===== config.mk =====
export PLATFORM = sky130hd
export DESIGN_NAME = tsf_status_flags
export DESIGN_NICKNAME = d
export VERILOG_FILES = /design/src/include/tsf_pkg.sv /design/src/core/tsf_channel.sv /design/src/core/tsf_status_flags.sv
export VERILOG_INCLUDE_DIRS = /design/src /design/src/include
export SDC_FILE = /design/constraint.sdc
export NUM_CORES = 1
export LEC_CHECK = 0
export BUFFER_PORTS_ARGS = -buffer_cell sky130_fd_sc_hd__buf_2
export CAP_MARGIN = 10
export CORE_MARGIN = 5
export CORE_UTILIZATION = 52
export DETAILED_ROUTE_END_ITERATION = 8
export GPL_TIMING_DRIVEN = 0
export PLACE_DENSITY_LB_ADDON = 0.2
export SLEW_MARGIN = 20
export SYNTH_ARGS = -nofsm -noshare
export SYNTH_HDL_FRONTEND = slang
export SYNTH_HIERARCHICAL = 1
export SYNTH_SLANG_ARGS = --single-unit

===== constraint.sdc =====
create_clock -name clock -period 4 [get_ports clock]
set_input_delay 0.2 -clock clock [delete_from_list [all_inputs] [get_ports clock]]
set_output_delay 0.2 -clock clock [all_outputs]
set_load 0.005 [all_outputs]

===== src/include/tsf_defines.svh =====
`ifndef TSF_DEFINES_SVH
`define TSF_DEFINES_SVH

// Register byte offsets
`define TSF_OFF_CONTROL    8'h00
`define TSF_OFF_IRQ_EN     8'h0C
`define TSF_OFF_STATUS     8'h10
`define TSF_OFF_EVGEN      8'h14
`define TSF_OFF_CH1        8'h34
`define TSF_OFF_CH2        8'h38

// Status, interrupt enable and event generation bit positions
`define TSF_B_UPD          0
`define TSF_B_CH1          1
`define TSF_B_CH2          2
`define TSF_B_TRG          6
`define TSF_B_RC1          9
`define TSF_B_RC2          10

// Control bit positions
`define TSF_B_UD           1
`define TSF_B_UPDATE_SOURCE_SELECT        2
`define TSF_B_CH1_IN       8
`define TSF_B_CH2_IN       9

// Implemented bits of each register
`define TSF_STATUS_MASK    16'h0647
`define TSF_IRQ_EN_MASK    16'h0047
`define TSF_CONTROL_MASK   16'h0306

// Reset values
`define TSF_RST_REG        16'h0000
`define TSF_RST_WORD       32'h0000_0000

// Only whole-word transfers are accepted
`define TSF_HSIZE_WORD     3'h2

`endif


===== src/include/tsf_pkg.sv =====
package tsf_pkg;

   typedef logic [15:0] tsf_reg_t;

   // Events and count coming from the timer core
   typedef struct packed {
      logic       overflow;
      logic       trig_reinit;
      logic       trigger;
      logic [1:0] capture;
      tsf_reg_t   counter;
   } tsf_timer_in_s;

   typedef struct packed {
      tsf_reg_t    control;
      tsf_reg_t    irq_enable;
      tsf_reg_t    status;
      logic        dph_valid;
      logic        dph_write;
      logic [7:0]  dph_addr;
      logic [31:0] rdata;
      logic        irq;
      logic        reinit;
      logic        update_event;
   } tsf_top_state_s;

   typedef struct packed {
      tsf_reg_t value;
      logic     prev_match;
   } tsf_ch_state_s;

endpackage


===== src/core/tsf_channel.sv =====
`timescale 1ns/1ns
`include "tsf_defines.svh"

module tsf_channel
   import tsf_pkg::*;
(
   // Clock and reset
   input  wire logic     clock,
   input  wire logic     rstn,
   // Channel configuration and timer events
   input  wire logic     is_input,
   input  wire tsf_reg_t counter,
   input  wire logic     capture,
   input  wire logic     soft_event,
   // Register access
   input  wire logic     wr_en,
   input  wire tsf_reg_t wr_data,
   input  wire logic     flag_now,
   // Results
   output tsf_reg_t      value,
   output tsf_reg_t      value_next,
   output logic          flag_set,
   output logic          repeat_set
);

   tsf_ch_state_s st;
   tsf_ch_state_s next_st;
   logic          match;
   logic          cap;

   always_comb begin
      next_st = st;
      match   = !is_input && (counter == st.value);
      cap     = is_input && (capture || soft_event);
      // Compare value is software-owned only in output mode
      if (wr_en && !is_input) begin
         next_st.value = wr_data;
      end
      if (cap) begin
         next_st.value = counter;
      end
      next_st.prev_match = match;
   end

   always_ff @(posedge clock or negedge rstn) begin
      if (!rstn) begin
         st <= '0;
      end else begin
         st <= next_st;
      end
   end

   assign value      = st.value;
   assign value_next = next_st.value;
   // Match is taken on its first cycle so a stalled counter does not refire
   assign flag_set   = (match && !st.prev_match) || cap || (soft_event && !is_input);
   assign repeat_set = cap && flag_now;

   match_sets_a : assert property (@(posedge clock) disable iff (!rstn)
      (!is_input && counter == st.value && !st.prev_match) |-> flag_set)
      else $error("compare match did not raise the channel flag");

   capture_store_a : assert property (@(posedge clock) disable iff (!rstn)
      (is_input && capture) |-> flag_set ##1 (st.value == $past(counter)))
      else $error("capture did not store the counter");

   repeat_only_in_a : assert property (@(posedge clock) disable iff (!rstn)
      repeat_set |-> (is_input && flag_now))
      else $error("repeat capture raised outside input capture");

endmodule


===== src/core/tsf_status_flags.sv =====
`timescale 1ns/1ns
`include "tsf_defines.svh"

// Functional notes
// - Update flag in bit 0 is set on every update event and stays set.
// - With update disable at 0, overflow or underflow makes an update event.
// - With select and disable both 0, writing update generate makes an update.
// - With select and disable both 0, trigger reinitialisation makes an update.
// - Output channel 1 sets bit 1 when counter equals compare value.
// - Input channel 1 sets bit 1 when a capture stores the counter.
// - Channel 1 flag clears on a write of 0 or a capture register read.
// - Channel 2 flag in bit 2 behaves like channel 1.
// - Trigger flag in bit 6 is set on trigger events and stays set.
// - Input capture while channel 1 flag set raises repeat flag bit 9.
// - Channel 2 repeat flag in bit 10 behaves like channel 1's.
// - Interrupt is raised while a flag and its enable bit are both set.
// - Update generate reinitialises the counter and clears itself by hardware.

module tsf_status_flags
   import tsf_pkg::*;
(
   // Clock and reset
   input  wire logic          clock,
   input  wire logic          rstn,
   // AHB-Lite slave
   input  wire logic          hsel,
   input  wire logic [31:0]   haddr,
   input  wire logic [1:0]    htrans,
   input  wire logic          hwrite,
   input  wire logic [2:0]    hsize,
   input  wire logic [31:0]   hwdata,
   input  wire logic          hready,
   output logic               hreadyout,
   output logic               hresp,
   output logic [31:0]        hrdata,
   // Timer core
   input  wire tsf_timer_in_s timer_in,
   output logic               counter_reinit,
   output logic               update_event,
   output tsf_reg_t           ch1_compare_capture_value,
   output tsf_reg_t           ch2_compare_capture_value,
   // Interrupt
   output logic               irq
);

   localparam logic [7:0] CH_OFF [2] = '{`TSF_OFF_CH1, `TSF_OFF_CH2};

   tsf_top_state_s st;
   tsf_top_state_s next_st;

   logic           wr;
   logic           take;
   logic           rd_take;
   logic           ug;
   logic           teg;
   logic           upd_set;
   logic           trg_set;
   logic [1:0]     ch_input;
   logic [1:0]     ch_soft;
   logic [1:0]     ch_wr;
   logic [1:0]     ch_flag_set;
   logic [1:0]     ch_rep_set;
   tsf_reg_t       ch_value      [2];
   tsf_reg_t       ch_value_next [2];

   function automatic logic hit(input logic [7:0] addr, input logic [7:0] off);
      hit = (addr == off);
   endfunction

   function automatic tsf_reg_t rd_mux(input logic [7:0] addr,
                                       input tsf_reg_t   ctrl,
                                       input tsf_reg_t   ien,
                                       input tsf_reg_t   sts,
                                       input tsf_reg_t   v1,
                                       input tsf_reg_t   v2);
      rd_mux = `TSF_RST_REG;
      if (hit(addr, `TSF_OFF_CONTROL)) begin
         rd_mux = ctrl;
      end
      if (hit(addr, `TSF_OFF_IRQ_EN)) begin
         rd_mux = ien;
      end
      if (hit(addr, `TSF_OFF_STATUS)) begin
         rd_mux = sts & `TSF_STATUS_MASK;
      end
      if (hit(addr, `TSF_OFF_CH1)) begin
         rd_mux = v1;
      end
      if (hit(addr, `TSF_OFF_CH2)) begin
         rd_mux = v2;
      end
   endfunction

   // Bus phase decode
   assign take    = hsel && hready && htrans[1] && (hsize == `TSF_HSIZE_WORD);
   assign rd_take = take && !hwrite;
   assign wr      = st.dph_valid && st.dph_write;

   // Event generation register is write-only; its bits act for one cycle
   assign ug  = wr && hit(st.dph_addr, `TSF_OFF_EVGEN) && hwdata[`TSF_B_UPD];
   assign teg = wr && hit(st.dph_addr, `TSF_OFF_EVGEN) && hwdata[`TSF_B_TRG];

   assign upd_set = (timer_in.overflow && !st.control[`TSF_B_UD])
                 || ((ug || timer_in.trig_reinit)
                     && !st.control[`TSF_B_UD] && !st.control[`TSF_B_UPDATE_SOURCE_SELECT]);
   assign trg_set = timer_in.trigger || teg;

   assign ch_input = st.control[`TSF_B_CH2_IN:`TSF_B_CH1_IN];

   genvar g;
   generate
      for (g = 0; g < 2; g++) begin : g_ch
         assign ch_soft[g] = wr && hit(st.dph_addr, `TSF_OFF_EVGEN)
                          && hwdata[`TSF_B_CH1 + g];
         assign ch_wr[g]   = wr && hit(st.dph_addr, CH_OFF[g]);

         tsf_channel u_ch (
            .clock      (clock),
            .rstn       (rstn),
            .is_input   (ch_input[g]),
            .counter    (timer_in.counter),
            .capture    (timer_in.capture[g]),
            .soft_event (ch_soft[g]),
            .wr_en      (ch_wr[g]),
            .wr_data    (hwdata[15:0]),
            .flag_now   (st.status[`TSF_B_CH1 + g]),
            .value      (ch_value[g]),
            .value_next (ch_value_next[g]),
            .flag_set   (ch_flag_set[g]),
            .repeat_set (ch_rep_set[g])
         );
      end
   endgenerate

   always_comb begin
      next_st = st;

      if (wr && hit(st.dph_addr, `TSF_OFF_CONTROL)) begin
         next_st.control = hwdata[15:0] & `TSF_CONTROL_MASK;
      end
      if (wr && hit(st.dph_addr, `TSF_OFF_IRQ_EN)) begin
         next_st.irq_enable = hwdata[15:0] & `TSF_IRQ_EN_MASK;
      end

      // A written 0 clears, a written 1 keeps; reserved bits stay 0
      if (wr && hit(st.dph_addr, `TSF_OFF_STATUS)) begin
         next_st.status = st.status & hwdata[15:0] & `TSF_STATUS_MASK;
      end

      // Reading a capture register clears its channel flag
      for (int i = 0; i < 2; i++) begin
         if (rd_take && hit(haddr[7:0], CH_OFF[i])) begin
            next_st.status[`TSF_B_CH1 + i] = 1'b0;
         end
      end

      // Hardware sets come last so they win over any clear
      if (upd_set) begin
         next_st.status[`TSF_B_UPD] = 1'b1;
      end
      if (trg_set) begin
         next_st.status[`TSF_B_TRG] = 1'b1;
      end
      for (int i = 0; i < 2; i++) begin
         if (ch_flag_set[i]) begin
            next_st.status[`TSF_B_CH1 + i] = 1'b1;
         end
         if (ch_rep_set[i]) begin
            next_st.status[`TSF_B_RC1 + i] = 1'b1;
         end
      end

      next_st.irq          = |(next_st.status & next_st.irq_enable);
      next_st.reinit       = ug;
      next_st.update_event = upd_set;

      next_st.dph_valid = take;
      next_st.dph_write = hwrite;
      next_st.dph_addr  = haddr[7:0];

      // Read data come from the post-update values, so a read right after
      // a write returns the written data
      next_st.rdata = `TSF_RST_WORD;
      if (rd_take) begin
         next_st.rdata = {16'h0000, rd_mux(haddr[7:0], next_st.control,
                                           next_st.irq_enable, next_st.status,
                                           ch_value_next[0], ch_value_next[1])};
      end
   end

   always_ff @(posedge clock or negedge rstn) begin
      if (!rstn) begin
         st <= '0;
      end else begin
         st <= next_st;
      end
   end

   assign hreadyout                 = 1'b1;
   assign hresp                     = 1'b0;
   assign hrdata                    = st.rdata;
   assign counter_reinit            = st.reinit;
   assign update_event              = st.update_event;
   assign ch1_compare_capture_value = ch_value[0];
   assign ch2_compare_capture_value = ch_value[1];
   assign irq                       = st.irq;

   // Checks

   upd_hold_a : assert property (@(posedge clock) disable iff (!rstn)
      (st.status[`TSF_B_UPD] && !(wr && hit(st.dph_addr, `TSF_OFF_STATUS)))
      |=> st.status[`TSF_B_UPD])
      else $error("update flag dropped without a clear");

   overflow_upd_a : assert property (@(posedge clock) disable iff (!rstn)
      (timer_in.overflow && !st.control[`TSF_B_UD]) |=> st.status[`TSF_B_UPD] && update_event)
      else $error("overflow did not set the update flag");

   ug_update_a : assert property (@(posedge clock) disable iff (!rstn)
      (ug && !st.control[`TSF_B_UD] && !st.control[`TSF_B_UPDATE_SOURCE_SELECT])
      |=> st.status[`TSF_B_UPD])
      else $error("update generate did not set the update flag");

   disabled_upd_a : assert property (@(posedge clock) disable iff (!rstn)
      (st.control[`TSF_B_UD] && !st.status[`TSF_B_UPD]) |=> !update_event)
      else $error("update event while updates disabled");

   trig_reinit_a : assert property (@(posedge clock) disable iff (!rstn)
      (timer_in.trig_reinit && st.control[2:1] == 2'b00) |=> st.status[`TSF_B_UPD])
      else $error("trigger reinit did not set the update flag");

   ch_read_clr_a : assert property (@(posedge clock) disable iff (!rstn)
      (rd_take && hit(haddr[7:0], `TSF_OFF_CH1) && !ch_flag_set[0])
      |=> !st.status[`TSF_B_CH1])
      else $error("capture register read did not clear the flag");

   trig_flag_a : assert property (@(posedge clock) disable iff (!rstn)
      timer_in.trigger |=> st.status[`TSF_B_TRG] ##1 $stable(st.status[`TSF_B_TRG])
         || $past(wr))
      else $error("trigger did not set the trigger flag");

   irq_follows_a : assert property (@(posedge clock) disable iff (!rstn)
      (|(st.status & st.irq_enable)) && $stable(st.status) && $stable(st.irq_enable)
      |-> irq)
      else $error("interrupt low while an enabled flag is set");

   reinit_pulse_a : assert property (@(posedge clock) disable iff (!rstn)
      (ug && !$past(ug)) |=> counter_reinit ##1 (!counter_reinit || $past(ug)))
      else $error("reinit pulse wrong");

   w1_keeps_a : assert property (@(posedge clock) disable iff (!rstn)
      (wr && hit(st.dph_addr, `TSF_OFF_STATUS) && hwdata[`TSF_B_CH1]
       && st.status[`TSF_B_CH1] && !rd_take) |=> st.status[`TSF_B_CH1])
      else $error("writing one cleared a flag");

   set_wins_a : assert property (@(posedge clock) disable iff (!rstn)
      (wr && hit(st.dph_addr, `TSF_OFF_STATUS) && !hwdata[`TSF_B_TRG] && trg_set)
      |=> st.status[`TSF_B_TRG])
      else $error("clear beat a hardware set");

   rsvd_zero_a : assert property (@(posedge clock) disable iff (!rstn)
      (st.status & ~`TSF_STATUS_MASK) == 16'h0000)
      else $error("reserved status bit set");

   // Stickiness, set and clear causes, update gating, reserved reads and interrupt sources

   trg_hold_a : assert property (@(posedge clock) disable iff (!rstn)
      (st.status[`TSF_B_TRG] && !(wr && hit(st.dph_addr, `TSF_OFF_STATUS)))
      |=> st.status[`TSF_B_TRG])
      else $error("trigger flag dropped without a clear");

   teg_sets_a : assert property (@(posedge clock) disable iff (!rstn)
      teg |=> st.status[`TSF_B_TRG])
      else $error("trigger generate did not set the trigger flag");

   ch1_hold_a : assert property (@(posedge clock) disable iff (!rstn)
      (st.status[`TSF_B_CH1] && !(wr && hit(st.dph_addr, `TSF_OFF_STATUS))
       && !(rd_take && hit(haddr[7:0], `TSF_OFF_CH1))) |=> st.status[`TSF_B_CH1])
      else $error("channel 1 flag dropped without a clear");

   ch2_read_clr_a : assert property (@(posedge clock) disable iff (!rstn)
      (rd_take && hit(haddr[7:0], `TSF_OFF_CH2) && !ch_flag_set[1])
      |=> !st.status[`TSF_B_CH2])
      else $error("channel 2 value read did not clear the flag");

   ch1_set_a : assert property (@(posedge clock) disable iff (!rstn)
      ch_flag_set[0] |=> st.status[`TSF_B_CH1])
      else $error("channel 1 event did not set the flag");

   ch2_set_a : assert property (@(posedge clock) disable iff (!rstn)
      ch_flag_set[1] |=> st.status[`TSF_B_CH2])
      else $error("channel 2 event did not set the flag");

   rep1_set_a : assert property (@(posedge clock) disable iff (!rstn)
      ch_rep_set[0] |=> st.status[`TSF_B_RC1])
      else $error("channel 1 repeat capture did not set the flag");

   rep1_cause_a : assert property (@(posedge clock) disable iff (!rstn)
      $rose(st.status[`TSF_B_RC1])
      |-> ($past(st.status[`TSF_B_CH1]) && $past(ch_input[0])))
      else $error("channel 1 repeat flag set without a pending capture");

   rep2_cause_a : assert property (@(posedge clock) disable iff (!rstn)
      $rose(st.status[`TSF_B_RC2])
      |-> ($past(st.status[`TSF_B_CH2]) && $past(ch_input[1])))
      else $error("channel 2 repeat flag set without a pending capture");

   rep1_hold_a : assert property (@(posedge clock) disable iff (!rstn)
      (st.status[`TSF_B_RC1] && !(wr && hit(st.dph_addr, `TSF_OFF_STATUS)))
      |=> st.status[`TSF_B_RC1])
      else $error("channel 1 repeat flag dropped without a clear");

   irq_source_a : assert property (@(posedge clock) disable iff (!rstn)
      irq |-> (|(st.status & `TSF_IRQ_EN_MASK)))
      else $error("interrupt raised by a flag without an enable bit");

   irq_low_a : assert property (@(posedge clock) disable iff (!rstn)
      !(|(st.status & st.irq_enable)) |-> !irq)
      else $error("interrupt high with no enabled flag set");

   ud_blocks_a : assert property (@(posedge clock) disable iff (!rstn)
      st.control[`TSF_B_UD] |=> !update_event)
      else $error("update event while update disable is set");

   update_source_select_blocks_a : assert property (@(posedge clock) disable iff (!rstn)
      (st.control[`TSF_B_UPDATE_SOURCE_SELECT] && !timer_in.overflow) |=> !update_event)
      else $error("update event from a source that select excludes");

   reinit_cause_a : assert property (@(posedge clock) disable iff (!rstn)
      counter_reinit |-> $past(ug))
      else $error("counter reinit without an update generate write");

   rsvd_read_a : assert property (@(posedge clock) disable iff (!rstn)
      (rd_take && hit(haddr[7:0], `TSF_OFF_STATUS))
      |=> ((hrdata & 32'hFFFF_F9B8) == 32'h0000_0000))
      else $error("status read returned a reserved bit");

   upd_cause_a : assert property (@(posedge clock) disable iff (!rstn)
      $rose(st.status[`TSF_B_UPD]) |-> $past(upd_set))
      else $error("update flag set without an update event");

endmodule


==> results.py <==
metrics = {
    "outcome": {
        "status": "finished clean",
    },
    "synthesis": {
        "synth_area_leaders": "dfrtp_1 49%, buf_4 8.8%, nand2_1 5.6%, a22oi_1 5.3%, and2_1 4.4%",
        "synth_xor_area_share_pct": 4.16,
        "async_reset_ff_share_pct": 100,
        "synth-edff-count": 0,
        "synth_compound_area_share_pct": 14.4,
        "synthDistinctLibCells": 66,
        "synth.area.mux_share_pct": 1.76,
        "synth_seq_cells": 111,
        "avgSynthCellArea_um2": 10.1,
        "yosys_warnings": 6,
        "yosys.area_share.simple_pct": 19.3,
        "synthCells": 561,
        "yosys.area_share.adder_pct": 0,
        "synth_commonest_cells": "111 x dfrtp_1, 85 x nand2_1, 67 x buf_4, 40 x a22oi_1, 40 x and2_1",
        "synth_top_flop_cell": "dfrtp_1",
        "synth_top_family_by_area": "simple AND/OR/NAND/NOR gates",
        "synth_top_area_share_pct": 48.8,
        "syn_area_um2": 5690,
        "synth-seq-area-share_pct": 48.8,
        "yosysTopAreaCell": "dfrtp_1",
        "yosysMostFrequentCell": "dfrtp_1",
    },
    "clock_tree": {
        "tritoncts": "done",
        "cts.repair.resized": 0,
        "cts_sinks": 111,
        "htreeDepth": 3,
        "insertion_delay_ns": 0.39,
        "root_buffer": "clkbuf_8",
        "clock_path_buffers": 2,
        "cts.clk_slew.worst_paths_ns": 0.11,
        "cts_hold_buf": 10,
        "cts_made_buffers": 9,
        "post-cts-setup-buffers": 0,
    },
    "sta": {
        "min_period_ns": 3.71,
        "tns_ns": 0,
        "rsz0062_at_grt": "no",
        "slew_headroom_pct": 38.7,
        "finalHoldViolations": 0,
        "min_period_over_period_pct": 92.8,
        "drv_slew": 0,
        "setup_violations": 0,
        "fin_worst_skew_ns": 0.0120,
        "maxClockFrequency_mhz": 269,
        "tightestPinTransition_ns": 0.911,
    },
    "critical_path": {
        "cp_top_family": "simple AND/OR/NAND/NOR gates",
        "max_stage_delay_ns": 0.61,
        "arrival_ns": 4.02,
        "crit_path_top_delay_cell": "or4b_4",
        "path_buf_inv": 2,
        "worstSetupStartpointType": "flop",
        "worst_setup_path_end_kind": "flop",
        "worstSetupPathType": "flop to flop",
        "path_cells": "or4b_4 > nor4b_4 > and2_1 > o21a_1 > buf_2 > clkbuf_1 > and2_1 > o21ai_0 > o2111ai_1 > o21ai_0 > mux2_2 > nand4_1",
        "required_ns": 4.31,
        "rrSetupSlack_ns": 0.29,
        "crit_fanout": 10,
    },
    "die": {
        "dieArea_um2": 13100,
        "die_w_um": 115,
        "start_util_pct": 52.7,
        "rows": 38,
        "core_area_um2": 10800,
        "die_y_um": 115,
        "ios": 164,
    },
    "global_route": {
        "grt-busiest-layer": "met2",
        "use_met1_pct": 32.3,
        "antenna_found_initial": 0,
        "grt_pass1_wl_um": 23600,
        "use_met3_pct": 4.18,
        "overflow": 0,
        "grt_max_degree": 60,
        "met2_usage_pct": 36.6,
        "grt_util_all_layers_pct": 23.4,
        "grt_pass1_vias": 4445,
    },
    "place": {
        "globalplace.congestion": 0.963,
        "port_buffers": 104,
        "dp_cells": 822,
        "hpwl_um": 11600,
    },
    "final_layout": {
        "fillCellCount": 933,
        "instances_no_fill": 848,
        "area_growth_pct": 19.2,
        "nNetsFinal": 798,
        "drive_gt1_share_pct": 32.2,
        "num_antenna_cells": 0,
    },
    "drt": {
        "via_per_inst": 5.47,
        "firstDrtPassIters": 5,
        "drt_first_iter_violations": 459,
        "drt_wl_total_um": 15200,
        "wl_per_cell_um": 18.0,
        "ant_nets": 0,
        "vias": 4639,
        "drc_errors": 0,
    },
    "run": {
        "maxCapViolations": 0,
    },
    "power_and_ir_drop": {
        "p_per_area_nw_per_um2": 335,
        "leakage_nw": 3.34,
        "ir_drop_v": 0.000208,
    },
    "min_path": {
        "holdCritPathClass": "input port to flop",
    },
}
power by group:
part / internal (mW) / switching [mW]
logic: 0.184 / 0.192
registers: 1.17 / 0.0529
clock network: 0.247 / 0.426
cell usage in the layout (no fill, tap or decap), types with 11 or more instances in the layout:
master and n:
a21oi_1 22, a222oi_1 11, a22oi_1 40, and2_1 40
buf_2 113, buf_4 67, conb_1 18, dfrtp_1 111
inv_1 11, nand2_1 85, nor2_1 20, xnor2_1 12
xor2_1 15
layout make-up:
class                   count  area [um2]  share of cell area [%]
clock inverters             7        77.6                    1.14
repair buffers            115         654                    9.65
clock buffers               9         124                    1.83
inverters                  11        41.3                   0.609
multi-input cells         366        2320                    34.3
plain buffers              89         607                    8.95
flip-flops and latches    111        2780                    41.0
well taps                 140         175                    2.58
routing by layer:
| layer | routed length [um] | vias up | share of wire, % |
|---|---|---|---|
| met1 | 6340 | 2214 | 42 |
| li1 | - | 2178 | - |
| met4 | 370 | 0 | 2.4 |
| met3 | 1300 | 31 | 8.5 |
| met5 | 0 | - | 0 |
| met2 | 7240 | 216 | 47 |
path summary, 6_finish.rpt:
path	startpoint	to	depth (start not counted)
max in group asynchronous	rstn	g_ch[0].u_ch/value[3]	3
min in group asynchronous	rstn	update_event	2
hold reg to reg	st[81]	st[81]	1
hold / removal	haddr[4]	st[39]	1
setup / recovery	st[38]	irq	12
setup reg to reg	st[38]	irq	12
stage by stage:
step | power [mW] | instance area (um2) | util, % | setup WS (ns) | hold slack [ns]
finish | 2.27 | 6780 | 62.8 | 0.288 | 0.0459
CTS | 2.29 | 6780 | 62.8 | 0.341 | 0.0438
detailed placement | 1.61 | 6480 | 60.0 | 0.403 | 0.188
global route | 2.38 | 6780 | 62.8 | 0.159 | 0.0434
global placement | 1.60 | 6450 | 59.7 | 0.414 | 0.320
floorplan | 1.44 | 5750 | - | 1.10 | -0.0956
state kept, by name, indices dropped and copies added (netlist names):
name / cells
g_ch.u_ch/value: 32
ch_input: 2
irq: 1
hrdata: 16
g_ch.u_ch/st: 2
st: 56
update_event: 1
counter_reinit: 1
logic make-up after synthesis:
group           after synthesis
xor+xnor                     27
other cells                   2
simple gates                203
buf+inv                     100
compound gates              109
flops                       111
mux                           9
Power figures use the tool's default switching activity.
